$ cat src/a429_rx_support_pkg.sv
package a429_rx_support_pkg;

   // ****************************************
   // register map
   // ****************************************
   localparam logic [15:0] ADDR_LEVEL_FLAGS_LOW = 16'h800d;
   localparam logic [15:0] ADDR_LEVEL_FLAGS_HIGH = 16'h800e;
   localparam logic [15:0] ADDR_LOOPBACK_ROUTING = 16'h8049;
   localparam logic [15:0] ADDR_IRQ_ENABLE_LOW = 16'h804d;
   localparam logic [15:0] ADDR_IRQ_ENABLE_HIGH = 16'h804e;
   localparam logic [15:0] ADDR_THRESHOLD_BASE = 16'h8050;
   localparam int REG_W = 8;
   localparam logic [REG_W-1:0] RESET_BYTE = 8'h00;
   localparam logic [REG_W-1:0] READ_UNMAPPED = 8'h00;

   // ****************************************
   // channel geometry
   // ****************************************
   localparam int RX_CHANNELS = 16;
   localparam int TX_CHANNELS = 8;
   localparam int FIFO_DEPTH = 64;
   localparam int THRESH_W = 7;
   localparam int COUNT_W = 7;
   localparam logic [THRESH_W-1:0] THRESH_RESET = 7'h00;

   // ****************************************
   // serial word layout
   // ****************************************
   localparam int WORD_W = 32;
   localparam int LABEL_W = 8;
   localparam int LABEL_LSB = 0;
   localparam int BYTE1_LSB = 8;
   localparam int BYTE2_LSB = 16;
   localparam int BYTE3_LSB = 24;
   localparam int PARITY_POS = 31;

endpackage

$ cat src/label_order.sv
`timescale 1ns/1ns
// label byte order: word index k holds serial bit k+1
module label_order
   import a429_rx_support_pkg::*;
(
   input wire logic [a429_rx_support_pkg::WORD_W-1:0] word_in,
   input wire logic reverse,
   output logic [a429_rx_support_pkg::WORD_W-1:0] word_out
);
   logic [LABEL_W-1:0] label_flipped;

   genvar i;
   generate
      for (i = 0; i < LABEL_W; i = i + 1) begin : g_flip
         assign label_flipped[i] = word_in[LABEL_LSB + LABEL_W - 1 - i];
      end
   endgenerate

   // data field and parity keep their place, only the label turns
   assign word_out = {word_in[WORD_W-1:LABEL_W],
                      reverse ? label_flipped : word_in[LABEL_W-1:0]};
endmodule

$ cat src/rx_fifo_flags_loopback_order.sv
`timescale 1ns/1ns
module rx_fifo_flags_loopback_order
   import a429_rx_support_pkg::*;
#(
   parameter int RX_CH = a429_rx_support_pkg::RX_CHANNELS,
   parameter int TX_CH = a429_rx_support_pkg::TX_CHANNELS,
   parameter int DEPTH = a429_rx_support_pkg::FIFO_DEPTH
)
(
   input wire logic core_clk,
   input wire logic rst,
   // register port
   input wire logic [15:0] reg_addr,
   input wire logic [a429_rx_support_pkg::REG_W-1:0] reg_wdata,
   input wire logic reg_wr,
   input wire logic reg_rd,
   output logic [a429_rx_support_pkg::REG_W-1:0] reg_rdata,
   // global controls
   input wire logic transmit_pin_mask,
   input wire logic label_reverse,
   // fifo fill levels, channel c at [c*COUNT_W +: COUNT_W]
   input wire logic [RX_CH*a429_rx_support_pkg::COUNT_W-1:0] fifo_count,
   output logic fifo_clear,
   output logic [RX_CH-1:0] fifo_level_flags,
   output logic [RX_CH-1:0] fifo_irq_pending,
   output logic fifo_irq,
   // serial lines
   input wire logic [RX_CH-1:0] rx_pin,
   input wire logic [TX_CH-1:0] tx_line,
   output logic [RX_CH-1:0] rx_line,
   output logic [TX_CH-1:0] tx_pin,
   // word ordering
   input wire logic [a429_rx_support_pkg::WORD_W-1:0] rx_word,
   input wire logic rx_word_valid,
   output logic [a429_rx_support_pkg::LABEL_W-1:0] match_label,
   output logic [a429_rx_support_pkg::WORD_W-1:0] store_bytes,
   output logic store_valid,
   input wire logic [a429_rx_support_pkg::WORD_W-1:0] tx_word,
   output logic [a429_rx_support_pkg::WORD_W-1:0] tx_word_ordered
);
   import a429_rx_support_pkg::*;

   // ****************************************
   // elaboration checks
   // ****************************************
   // refused while elaborating, so a bad build never reaches simulation
   generate
      if (RX_CH != 2 * TX_CH || TX_CH < 1 || TX_CH > REG_W) begin : g_bad_channels
         $error("channel counts do not fit the byte registers");
      end
      if (DEPTH < 1 || DEPTH >= (1 << COUNT_W) || DEPTH > (1 << THRESH_W) - 1) begin : g_bad_depth
         $error("fifo depth does not fit count width");
      end
   endgenerate

   // threshold register index, wide enough for every receive channel
   localparam int IDX_W = (RX_CH > 2) ? $clog2(RX_CH) : 1;

   // ****************************************
   // register storage
   // ****************************************
   logic [THRESH_W-1:0] threshold [RX_CH];
   logic [RX_CH-1:0] fifo_irq_enables;
   logic [TX_CH-1:0] loopback_routing;
   logic [RX_CH-1:0] level_now;

   // ****************************************
   // address decode
   // ****************************************
   wire hit_flags_low = reg_addr == ADDR_LEVEL_FLAGS_LOW;
   wire hit_flags_high = reg_addr == ADDR_LEVEL_FLAGS_HIGH;
   wire hit_loop = reg_addr == ADDR_LOOPBACK_ROUTING;
   wire hit_ie_low = reg_addr == ADDR_IRQ_ENABLE_LOW;
   wire hit_ie_high = reg_addr == ADDR_IRQ_ENABLE_HIGH;
   wire [15:0] thr_offset = reg_addr - ADDR_THRESHOLD_BASE;
   wire hit_thr = reg_addr >= ADDR_THRESHOLD_BASE && thr_offset < 16'(RX_CH);
   wire [IDX_W-1:0] thr_index = thr_offset[IDX_W-1:0];

   wire [REG_W-1:0] ie_low_byte = REG_W'(fifo_irq_enables[RX_CH/2-1:0]);
   wire [REG_W-1:0] ie_high_byte = REG_W'(fifo_irq_enables[RX_CH-1:RX_CH/2]);
   wire [REG_W-1:0] flags_low_byte = REG_W'(fifo_level_flags[RX_CH/2-1:0]);
   wire [REG_W-1:0] flags_high_byte = REG_W'(fifo_level_flags[RX_CH-1:RX_CH/2]);
   wire [REG_W-1:0] thr_byte = REG_W'(threshold[thr_index]);

   wire [REG_W-1:0] next_rdata =
      hit_flags_low ? flags_low_byte :
      hit_flags_high ? flags_high_byte :
      hit_loop ? REG_W'(loopback_routing) :
      hit_ie_low ? ie_low_byte :
      hit_ie_high ? ie_high_byte :
      hit_thr ? thr_byte : READ_UNMAPPED;

   // ****************************************
   // register writes
   // ****************************************
   // level flag registers have no write path: read only
   always_ff @(posedge core_clk) begin
      if (rst) begin
         loopback_routing <= '0;
      end else if (reg_wr && hit_loop) begin
         loopback_routing <= reg_wdata[TX_CH-1:0];
      end
   end

   always_ff @(posedge core_clk) begin
      if (rst) begin
         fifo_irq_enables <= '0;
      end else if (reg_wr && hit_ie_low) begin
         fifo_irq_enables[RX_CH/2-1:0] <= reg_wdata[RX_CH/2-1:0];
      end else if (reg_wr && hit_ie_high) begin
         fifo_irq_enables[RX_CH-1:RX_CH/2] <= reg_wdata[RX_CH/2-1:0];
      end
   end

   always_ff @(posedge core_clk) begin
      if (rst) begin
         reg_rdata <= RESET_BYTE;
      end else if (reg_rd) begin
         reg_rdata <= next_rdata;
      end
   end

   // ****************************************
   // per-channel threshold and level flag
   // ****************************************
   genvar c;
   generate
      for (c = 0; c < RX_CH; c = c + 1) begin : g_chan
         wire [COUNT_W-1:0] count = fifo_count[c*COUNT_W +: COUNT_W];
         wire [COUNT_W-1:0] thr = COUNT_W'(threshold[c]);
         // thresholds past the depth can never be exceeded, so they mean full
         wire beyond = thr >= COUNT_W'(DEPTH);
         // a full fifo sits at DEPTH, oldest word dropped upstream
         wire is_full = count == COUNT_W'(DEPTH);
         // zero threshold falls out of count > 0, i.e. not empty
         assign level_now[c] = beyond ? is_full : count > thr;

         always_ff @(posedge core_clk) begin
            if (rst) begin
               threshold[c] <= THRESH_RESET;
            end else if (reg_wr && hit_thr && thr_index == IDX_W'(c)) begin
               threshold[c] <= reg_wdata[THRESH_W-1:0];
            end
         end
      end
   endgenerate

   // ****************************************
   // flags and pending interrupts
   // ****************************************
   // registered each cycle: a new threshold shows one edge after its write
   always_ff @(posedge core_clk) begin
      if (rst) begin
         fifo_level_flags <= '0;
         fifo_irq_pending <= '0;
         fifo_irq <= 1'b0;
      end else begin
         fifo_level_flags <= level_now;
         fifo_irq_pending <= level_now & fifo_irq_enables;
         fifo_irq <= |(level_now & fifo_irq_enables);
      end
   end

   // storage logic outside empties its fifos while this is high
   always_ff @(posedge core_clk) begin
      fifo_clear <= rst;
   end

   // ****************************************
   // loop-back routing and transmit mask
   // ****************************************
   logic [RX_CH-1:0] next_rx_line;
   generate
      for (c = 0; c < RX_CH; c = c + 1) begin : g_route
         // external pin is not even looked at while looped
         assign next_rx_line[c] = loopback_routing[c/2] ? tx_line[c/2] : rx_pin[c];
      end
   endgenerate

   wire [TX_CH-1:0] next_tx_pin = transmit_pin_mask ? '0 : tx_line;

   always_ff @(posedge core_clk) begin
      if (rst) begin
         rx_line <= '0;
         tx_pin <= '0;
      end else begin
         rx_line <= next_rx_line;
         tx_pin <= next_tx_pin;
      end
   end

   // ****************************************
   // word ordering
   // ****************************************
   logic [WORD_W-1:0] rx_ordered;
   logic [WORD_W-1:0] tx_ordered;

   label_order u_rx_order (
      .word_in(rx_word),
      .reverse(label_reverse),
      .word_out(rx_ordered)
   );

   label_order u_tx_order (
      .word_in(tx_word),
      .reverse(label_reverse),
      .word_out(tx_ordered)
   );

   // byte 0 label, byte 1 bits 9-16, byte 2 bits 17-24, byte 3 bits 25-32
   wire [WORD_W-1:0] next_store = {rx_ordered[BYTE3_LSB +: LABEL_W],
                                   rx_ordered[BYTE2_LSB +: LABEL_W],
                                   rx_ordered[BYTE1_LSB +: LABEL_W],
                                   rx_ordered[LABEL_LSB +: LABEL_W]};

   always_ff @(posedge core_clk) begin
      if (rst) begin
         store_bytes <= '0;
         match_label <= '0;
         store_valid <= 1'b0;
         tx_word_ordered <= '0;
      end else begin
         store_valid <= rx_word_valid;
         tx_word_ordered <= tx_ordered;
         if (rx_word_valid) begin
            store_bytes <= next_store;
            match_label <= rx_ordered[LABEL_LSB +: LABEL_W];
         end
      end
   end
endmodule

$ cat config.mk
export PLATFORM = sky130hd
export DESIGN_NAME = rx_fifo_flags_loopback_order
export DESIGN_NICKNAME = d
export VERILOG_FILES = /design/src/a429_rx_support_pkg.sv /design/src/label_order.sv /design/src/rx_fifo_flags_loopback_order.sv
export SDC_FILE = /design/constraint.sdc
export NUM_CORES = 1
export LEC_CHECK = 0
export ABC_AREA = 0
export BUFFER_PORTS_ARGS = -buffer_cell sky130_fd_sc_hd__buf_4
export CORE_ASPECT_RATIO = 0.5
export CORE_MARGIN = 3
export CORE_UTILIZATION = 58
export CTS_BUF_LIST = sky130_fd_sc_hd__clkbuf_8 sky130_fd_sc_hd__clkbuf_16
export CTS_CLUSTER_DIAMETER = 30
export CTS_CLUSTER_SIZE = 8
export DETAILED_ROUTE_END_ITERATION = 8
export GPL_TIMING_DRIVEN = 0
export PLACE_DENSITY = 0.87
export SYNTH_ARGS = -nofsm -noshare
export SYNTH_HDL_FRONTEND = slang
export SYNTH_SLANG_ARGS = --single-unit
$ cat constraint.sdc
create_clock -name core_clk -period 4.85 [get_ports core_clk]
set_input_delay 0.97 -clock core_clk [delete_from_list [all_inputs] [get_ports core_clk]]
set_output_delay 0.97 -clock core_clk [all_outputs]
set_load 0.02 [all_outputs]
; Yosys cells after proc, flatten, opt, wreduce, memory -nomap -nowiden
; Memory sizes are Yosys's and may differ from the RTL's.
; Index checks and enable logic that the tools add are counted.
[classes]
n_addsub = 1
mul = 0
div = 0
order_cmp = 34
n_eq_ne = 36
n_shift = 0
mux = 106
n_bitwise = 18
n_reduce_logical = 25
[ops]
columns = operator, count
row1 = two-way mux 7 bit, 17
row2 = "== test 7 bit, second input constant", 16
row3 = ">= comparator 7 bit, second input constant", 16
row4 = > comparator 7 bit, 16
row5 = two-way mux 1 bit, 82
row6 = "== test 16 bit, second input constant", 5
row7 = two-way mux 8 bit, 7
row8 = "== test 4 bit, second input constant", 8
row9 = logical AND 1 bit, 21
row10 = bitwise AND 16 bit, 1
row11 = "== test 4 x 3 -> 1 bit, second input constant", 4
row12 = ">= comparator 16 bit, second input constant", 1
row13 = "< comparator 16 x 5 -> 1 bit, second input constant", 1
row14 = bitwise OR 1 bit, 16
row15 = OR reduction 16 bit, 1
row16 = "subtractor 16 bit, second input constant", 1
row17 = "== test 4 x 2 -> 1 bit, second input constant", 2
row18 = "== test 4 x 1 -> 1 bit, second input constant", 1
row19 = zero test 4 bit, 1
row20 = AND reduction 2 bit, 1
row21 = OR reduction 2 bit, 1
row22 = NOT 1 bit, 1
[totals]
regBits = 163
latchBits = 0
ramBits = 112
rom_bits = 0
input_bits = 231
output_inout_bits = 139
word_cells = 235
memories = 1
[memory_table]
columns = memory, words, word_bits, rd, rd_clocked_by_memory_dff, write_ports, line
row1 = threshold, 16, 7, 17, 0, 16, rx_fifo_flags_loopback_order.sv:62  ; logic [THRESH_W-1:0] threshold [RX_CH];

; Longest topological paths before layout
[depth]
depth_word = 9
mapped_depth = 9
depth_no_buf = 9

; Modules after synthesis
; Synthesis repeated with hierarchy kept, for this count alone.
[hier_totals]
hier_cells = 1376
area_unflattened_um2 = 14396.3
[by_module_without_submodules]
columns = module, instances, cells_per_inst, area_each_um2, seq_area_each_um2
row1 = rx_fifo_flags_loopback_order, 1, 1310, 13773.2, 6466.2
row2 = label_order, 2, 33, 311.5, 0.0

; Worst setup path after synthesis
; OpenSTA, ideal clock, no wires.
[synth_timing]
path_kind = input -> register
startpoint = input reg_addr[1]
endpoint = register reg_rdata[0] (netlist name)
setup_ns = 0.132
arrival_time_ns = 2.878
slack_ns = 1.841
cell_stages = 8
path_buffers = 2
path_cell_list = buf_2 > clkbuf_1 > mux4_2 > mux4_2 > a222oi_1 > a21boi_1 > and3_1 > nor3_1
[synth_between]
elab_chain_len = 9
[synth_rtl]
columns = item, line
row1 = from (decl), rx_fifo_flags_loopback_order.sv:13  ; input wire logic [15:0] reg_addr,
row2 = subtractor 16 bit, rx_fifo_flags_loopback_order.sv:75  ; wire [15:0] thr_offset = reg_addr - ADDR_THRESHOLD_BASE;
row3 = < comparator 16 x 5 -> 1 bit, rx_fifo_flags_loopback_order.sv:76  ; wire hit_thr = reg_addr >= ADDR_THRESHOLD_BASE && thr_offset < 16'(RX_CH);
row4 = logical AND 1 bit, rx_fifo_flags_loopback_order.sv:76
row5 = two-way mux 7 bit, rx_fifo_flags_loopback_order.sv:91  ; hit_thr ? thr_byte : READ_UNMAPPED;
row6 = two-way mux 8 bit, rx_fifo_flags_loopback_order.sv:90  ; hit_ie_high ? ie_high_byte :
row7 = two-way mux 8 bit, rx_fifo_flags_loopback_order.sv:89  ; hit_ie_low ? ie_low_byte :
row8 = two-way mux 8 bit, rx_fifo_flags_loopback_order.sv:88  ; hit_loop ? REG_W'(loopback_routing) :
row9 = two-way mux 8 bit, rx_fifo_flags_loopback_order.sv:87  ; hit_flags_high ? flags_high_byte :
row10 = two-way mux 8 bit *, rx_fifo_flags_loopback_order.sv:86  ; hit_flags_low ? flags_low_byte :
row11 = to (signal assigned), rx_fifo_flags_loopback_order.sv:119  ; reg_rdata <= next_rdata;
row12 = to (decl), rx_fifo_flags_loopback_order.sv:17  ; output logic [a429_rx_support_pkg::REG_W-1:0] reg_rdata,
; Mark *: on every way between the ends. The rest lies on a longest branch, timed or not.
; A chain may end at the register's enable or synchronous reset.

==> impl_results.md <==
* Status: finished clean
* Site row count at 39
* Hold_buf cts at 0
* CP endpoint kind: flip-flop
* Router iterations before antenna repair at 9
* Area Overhead vs Synth at 31.1%
* R2R Setup Slk at 1.86 ns
* FMAX at 298 MHz
* Multi-input gate area at 6600 um2
* Arrival time worst endpoint at about 3.8 ns
* DR iter-0 viols at 1443
* Hold slack at 0.487 ns
* Initial antenna violation count at 1
* I/O Buffers at 358
* Most common cell after layout, fill and taps aside: buf_4
* Largest net degree at the start of global routing at 11
* Worst setup SP type: primary input
* Psw at 1.51 mW
* Final #Nets at between 2000 and 2500
* Crit path time final at 3.36 ns
* Sequential area share after synthesis at 46.8%
* Final GP Congestion at 1.02
* Average cell area after synthesis at 10.4 um2
* Vias per inst at 6.10
* Final hold violation count at 0
* Layout cells sized above 1 at approximately a quarter
* Layout Cells excl Fill at about 2100
* DR vias at 12600
* Post-DP HPWL at 38600 um
* Synth Instances at 1334
* H-tree lvl count at 2
* Normalized max-slew margin at 20.8%
* Clock Skew at 0.0210 ns
* Fill cell count at 1471
* Setup TNS at 0 ns
* Final WS setup at 1.49 ns
* Post-CTS Setup Repair Bufs at 0
* Clock latency on the worst-skew pair at 0.53 ns
* VDD IR max at approximately 0.00026 V
* Hold-critical path depth at 2
* Post-Syn Area at about 14000 um2
* # IOs at 370
* Total nets after synthesis at between 1500 and 2000
* Worst r2r path cells at 8
* Worst Setup Path Type: primary input to flip-flop
* Final slew viol count at 0
* Core Util, Final at between 70% and 80%
* Sw Ratio at 25.0%
* Number of synthesized flops with an enable pin at 112
* Routed Wire Length at around 50000 um
* Asr flop ratio synth at 0%
* Vias in the first global route at 12900
* Internal at 4.54 mW
* Highest-count cells in the layout ignoring fill and taps: buf_4, dfxtp_1, and2_1
* Worst hold path startpoint: reg_rdata[3]$_SDFFE_PP0P_
* Core box area at 23100 um2
* CTS tree: built
* CTS sink cnt at 267
* Root buffer cell: clkbuf_16
* CTS resizes at 0
* Reg2reg end: fifo_irq$_SDFF_PP0_
* Seq cells post-synth at 267
* Crit share post-route at approximately 69%
* CTS clk-pin slew, worst paths at 0.05 ns
* Yosys warns at 0
* Post-DR wirelength/cell at 23.6 um
* First-pass GRT wire length at just over 70000 um
* Worst EP required at approximately 5.2 ns
* Post-synth top flop: dfxtp_1
* Full die area at 25800 um2
* Seq pwr share at 41.6%
* Remaining Overflow, GRT at 0
* FF/Latch Area at 6470 um2
* LEAKAGE at 8.08 nW
* Crit path max fanout at 10
* Pre-CTS WS at 1.08 ns
* # setup viols final at 0
* Initial Utilization at 59.8%
* TritonCTS Buffers at 42
* RSZ-0062 raised after global routing: no
* Max-cap violations at 0
* Reg-to-reg critical path startpoint: threshold[9][5]$_SDFFCE_PN0P_
* Slew @ Worst Pin at 1.17 ns
* Die W at 224 um
* Combinational power share at approximately 14%
* Antenna Nets Post-Route at 0
* Inst Count DP at 1999
* Tot GR Track Use at 36.7%
* DRC viols at 0
* PD cells at 333 nW/um2
* Synth unique cells at 52
* Hold Path End: reg_rdata[3]$_SDFFE_PP0P_
* Die height at about 120 um
* Clock buffer depth at 3
* Hold crit path type: flip-flop to flip-flop
* Power share of the clock group at approximately 44%
-- power by group through the flow --
stage / Combinational [mW] / Clock (mW) / Sequential (mW)
3_3_place_gp: 0.799 / 0 / 2.55
6_report: 0.866 / 2.66 / 2.52
3_5_place_dp: 0.844 / 0 / 2.55
2_1_floorplan: 0.374 / 0 / 2.59
5_1_grt: 0.930 / 2.79 / 2.52
4_1_cts: 0.851 / 2.67 / 2.51
-- cells by family after synthesis --
group / Yosys count / synth area share (%)
fa+ha+maj: 112 / 10.1
buf+inv: 187 / 5.47
simple gates: 486 / 19.3
compound gates: 207 / 9.74
mux: 75 / 8.60
flops: 267 / 46.8
-- worst max-delay path, stage by stage --
cell      delay, ns
buf_4          0.11
nor4b_1        0.45
nand3_1        0.13
nor2_1         0.22
buf_2          0.27
nand4b_1       0.54
nor3_1         0.81
and2_1         0.24
-- layer usage --
| layer | GRT usage [%] | routed length, um |
|---|---|---|
| met2 | 62.5 | 23400 |
| met3 | 11.6 | 6250 |
| met4 | 15.6 | 2060 |
| met1 | 43.7 | 17100 |
| met5 | 0 | 0 |
-- per-stage QoR --
| step | total power [mW] | cell area [um2] |
|---|---|---|
| global placement | 3.35 | 16900 |
| global route | 6.24 | 18100 |
| floorplan | 2.96 | 13800 |
| CTS | 6.03 | 18100 |
| finish | 6.05 | 18100 |
| detailed placement | 3.40 | 16900 |
-- registers in the layout, indices dropped and copies added, names as in the netlist --
| name | count |
|---|---|
| fifo_clear | 1 |
| fifo_irq | 1 |
| fifo_irq_enables | 16 |
| fifo_irq_pending | 16 |
| fifo_level_flags | 16 |
| loopback_routing | 8 |
| match_label | 7 |
| reg_rdata | 8 |
| rx_line | 16 |
| store_bytes | 25 |
| store_valid | 1 |
| threshold | 112 |
| tx_pin | 8 |
| tx_word_ordered | 32 |
-- synth_stat cells (3+ instances only) --
master,number,area (um2)
dfxtp_1,155,3100
and2_1,138,863
inv_1,121,454
edfxtp_1,112,3360
ha_1,112,1400
nor2_1,91,342
a21oi_1,78,390
nand2_1,57,214
nand3_1,48,240
clkbuf_1,42,158
mux2i_1,40,400
mux4_2,35,788
nor2b_1,31,194
o21ai_0,24,120
nand2b_1,21,131
nand4_1,21,131
a211oi_1,20,150
o21bai_1,19,143
nor3_1,17,85.1
nor4_1,12,75.1
nor4b_1,11,96.3
a22oi_1,9,67.6
a41oi_1,9,78.8
buf_4,9,67.6
nand3b_1,9,67.6
and3_1,8,50.1
buf_1,8,30.0
a222oi_1,7,70.1
a21boi_1,6,45.0
and4_1,5,43.8
buf_2,5,25.0
o2111ai_1,5,43.8
o311ai_0,5,43.8
a21boi_0,4,30.0
nor3_2,4,40.0
o31ai_1,4,30.0
or3_1,4,25.0
nand4b_1,3,26.3
o21a_1,3,22.5
o22ai_1,3,18.8
or2_2,3,18.8
-- worst max-delay path by stage --
stage / startpoint / to / slack [ns] / depth (start not counted)
after floorplan: reg_addr[1] / reg_rdata[0]$_SDFFE_PP0P_ / 1.84 / 8
final: reg_addr[14] / threshold[6][0]$_SDFFCE_PN0P_ / 1.49 / 8
after detailed placement: reg_addr[14] / threshold[3][1]$_SDFFCE_PN0P_ / 1.08 / 7
after global routing: reg_addr[1] / reg_rdata[1]$_SDFFE_PP0P_ / 1.38 / 7
after global placement: reg_addr[14] / threshold[7][4]$_SDFFCE_PN0P_ / 1.18 / 7
after CTS: reg_addr[14] / threshold[11][6]$_SDFFCE_PN0P_ / 1.62 / 7
-- cell type report --
type | instances | area share [%]
repair buffers | 358 | 14.8
multi-input cells | 880 | 36.4
clock buffers | 44 | 6.01
plain buffers | 66 | 1.67
well taps | 307 | 2.12
flip-flops and latches | 267 | 35.7
inverters | 121 | 2.50
clock inverters | 20 | 0.787
diodes | 1 | 0.0138
Note: power is estimated with default switching activity, not from simulation.
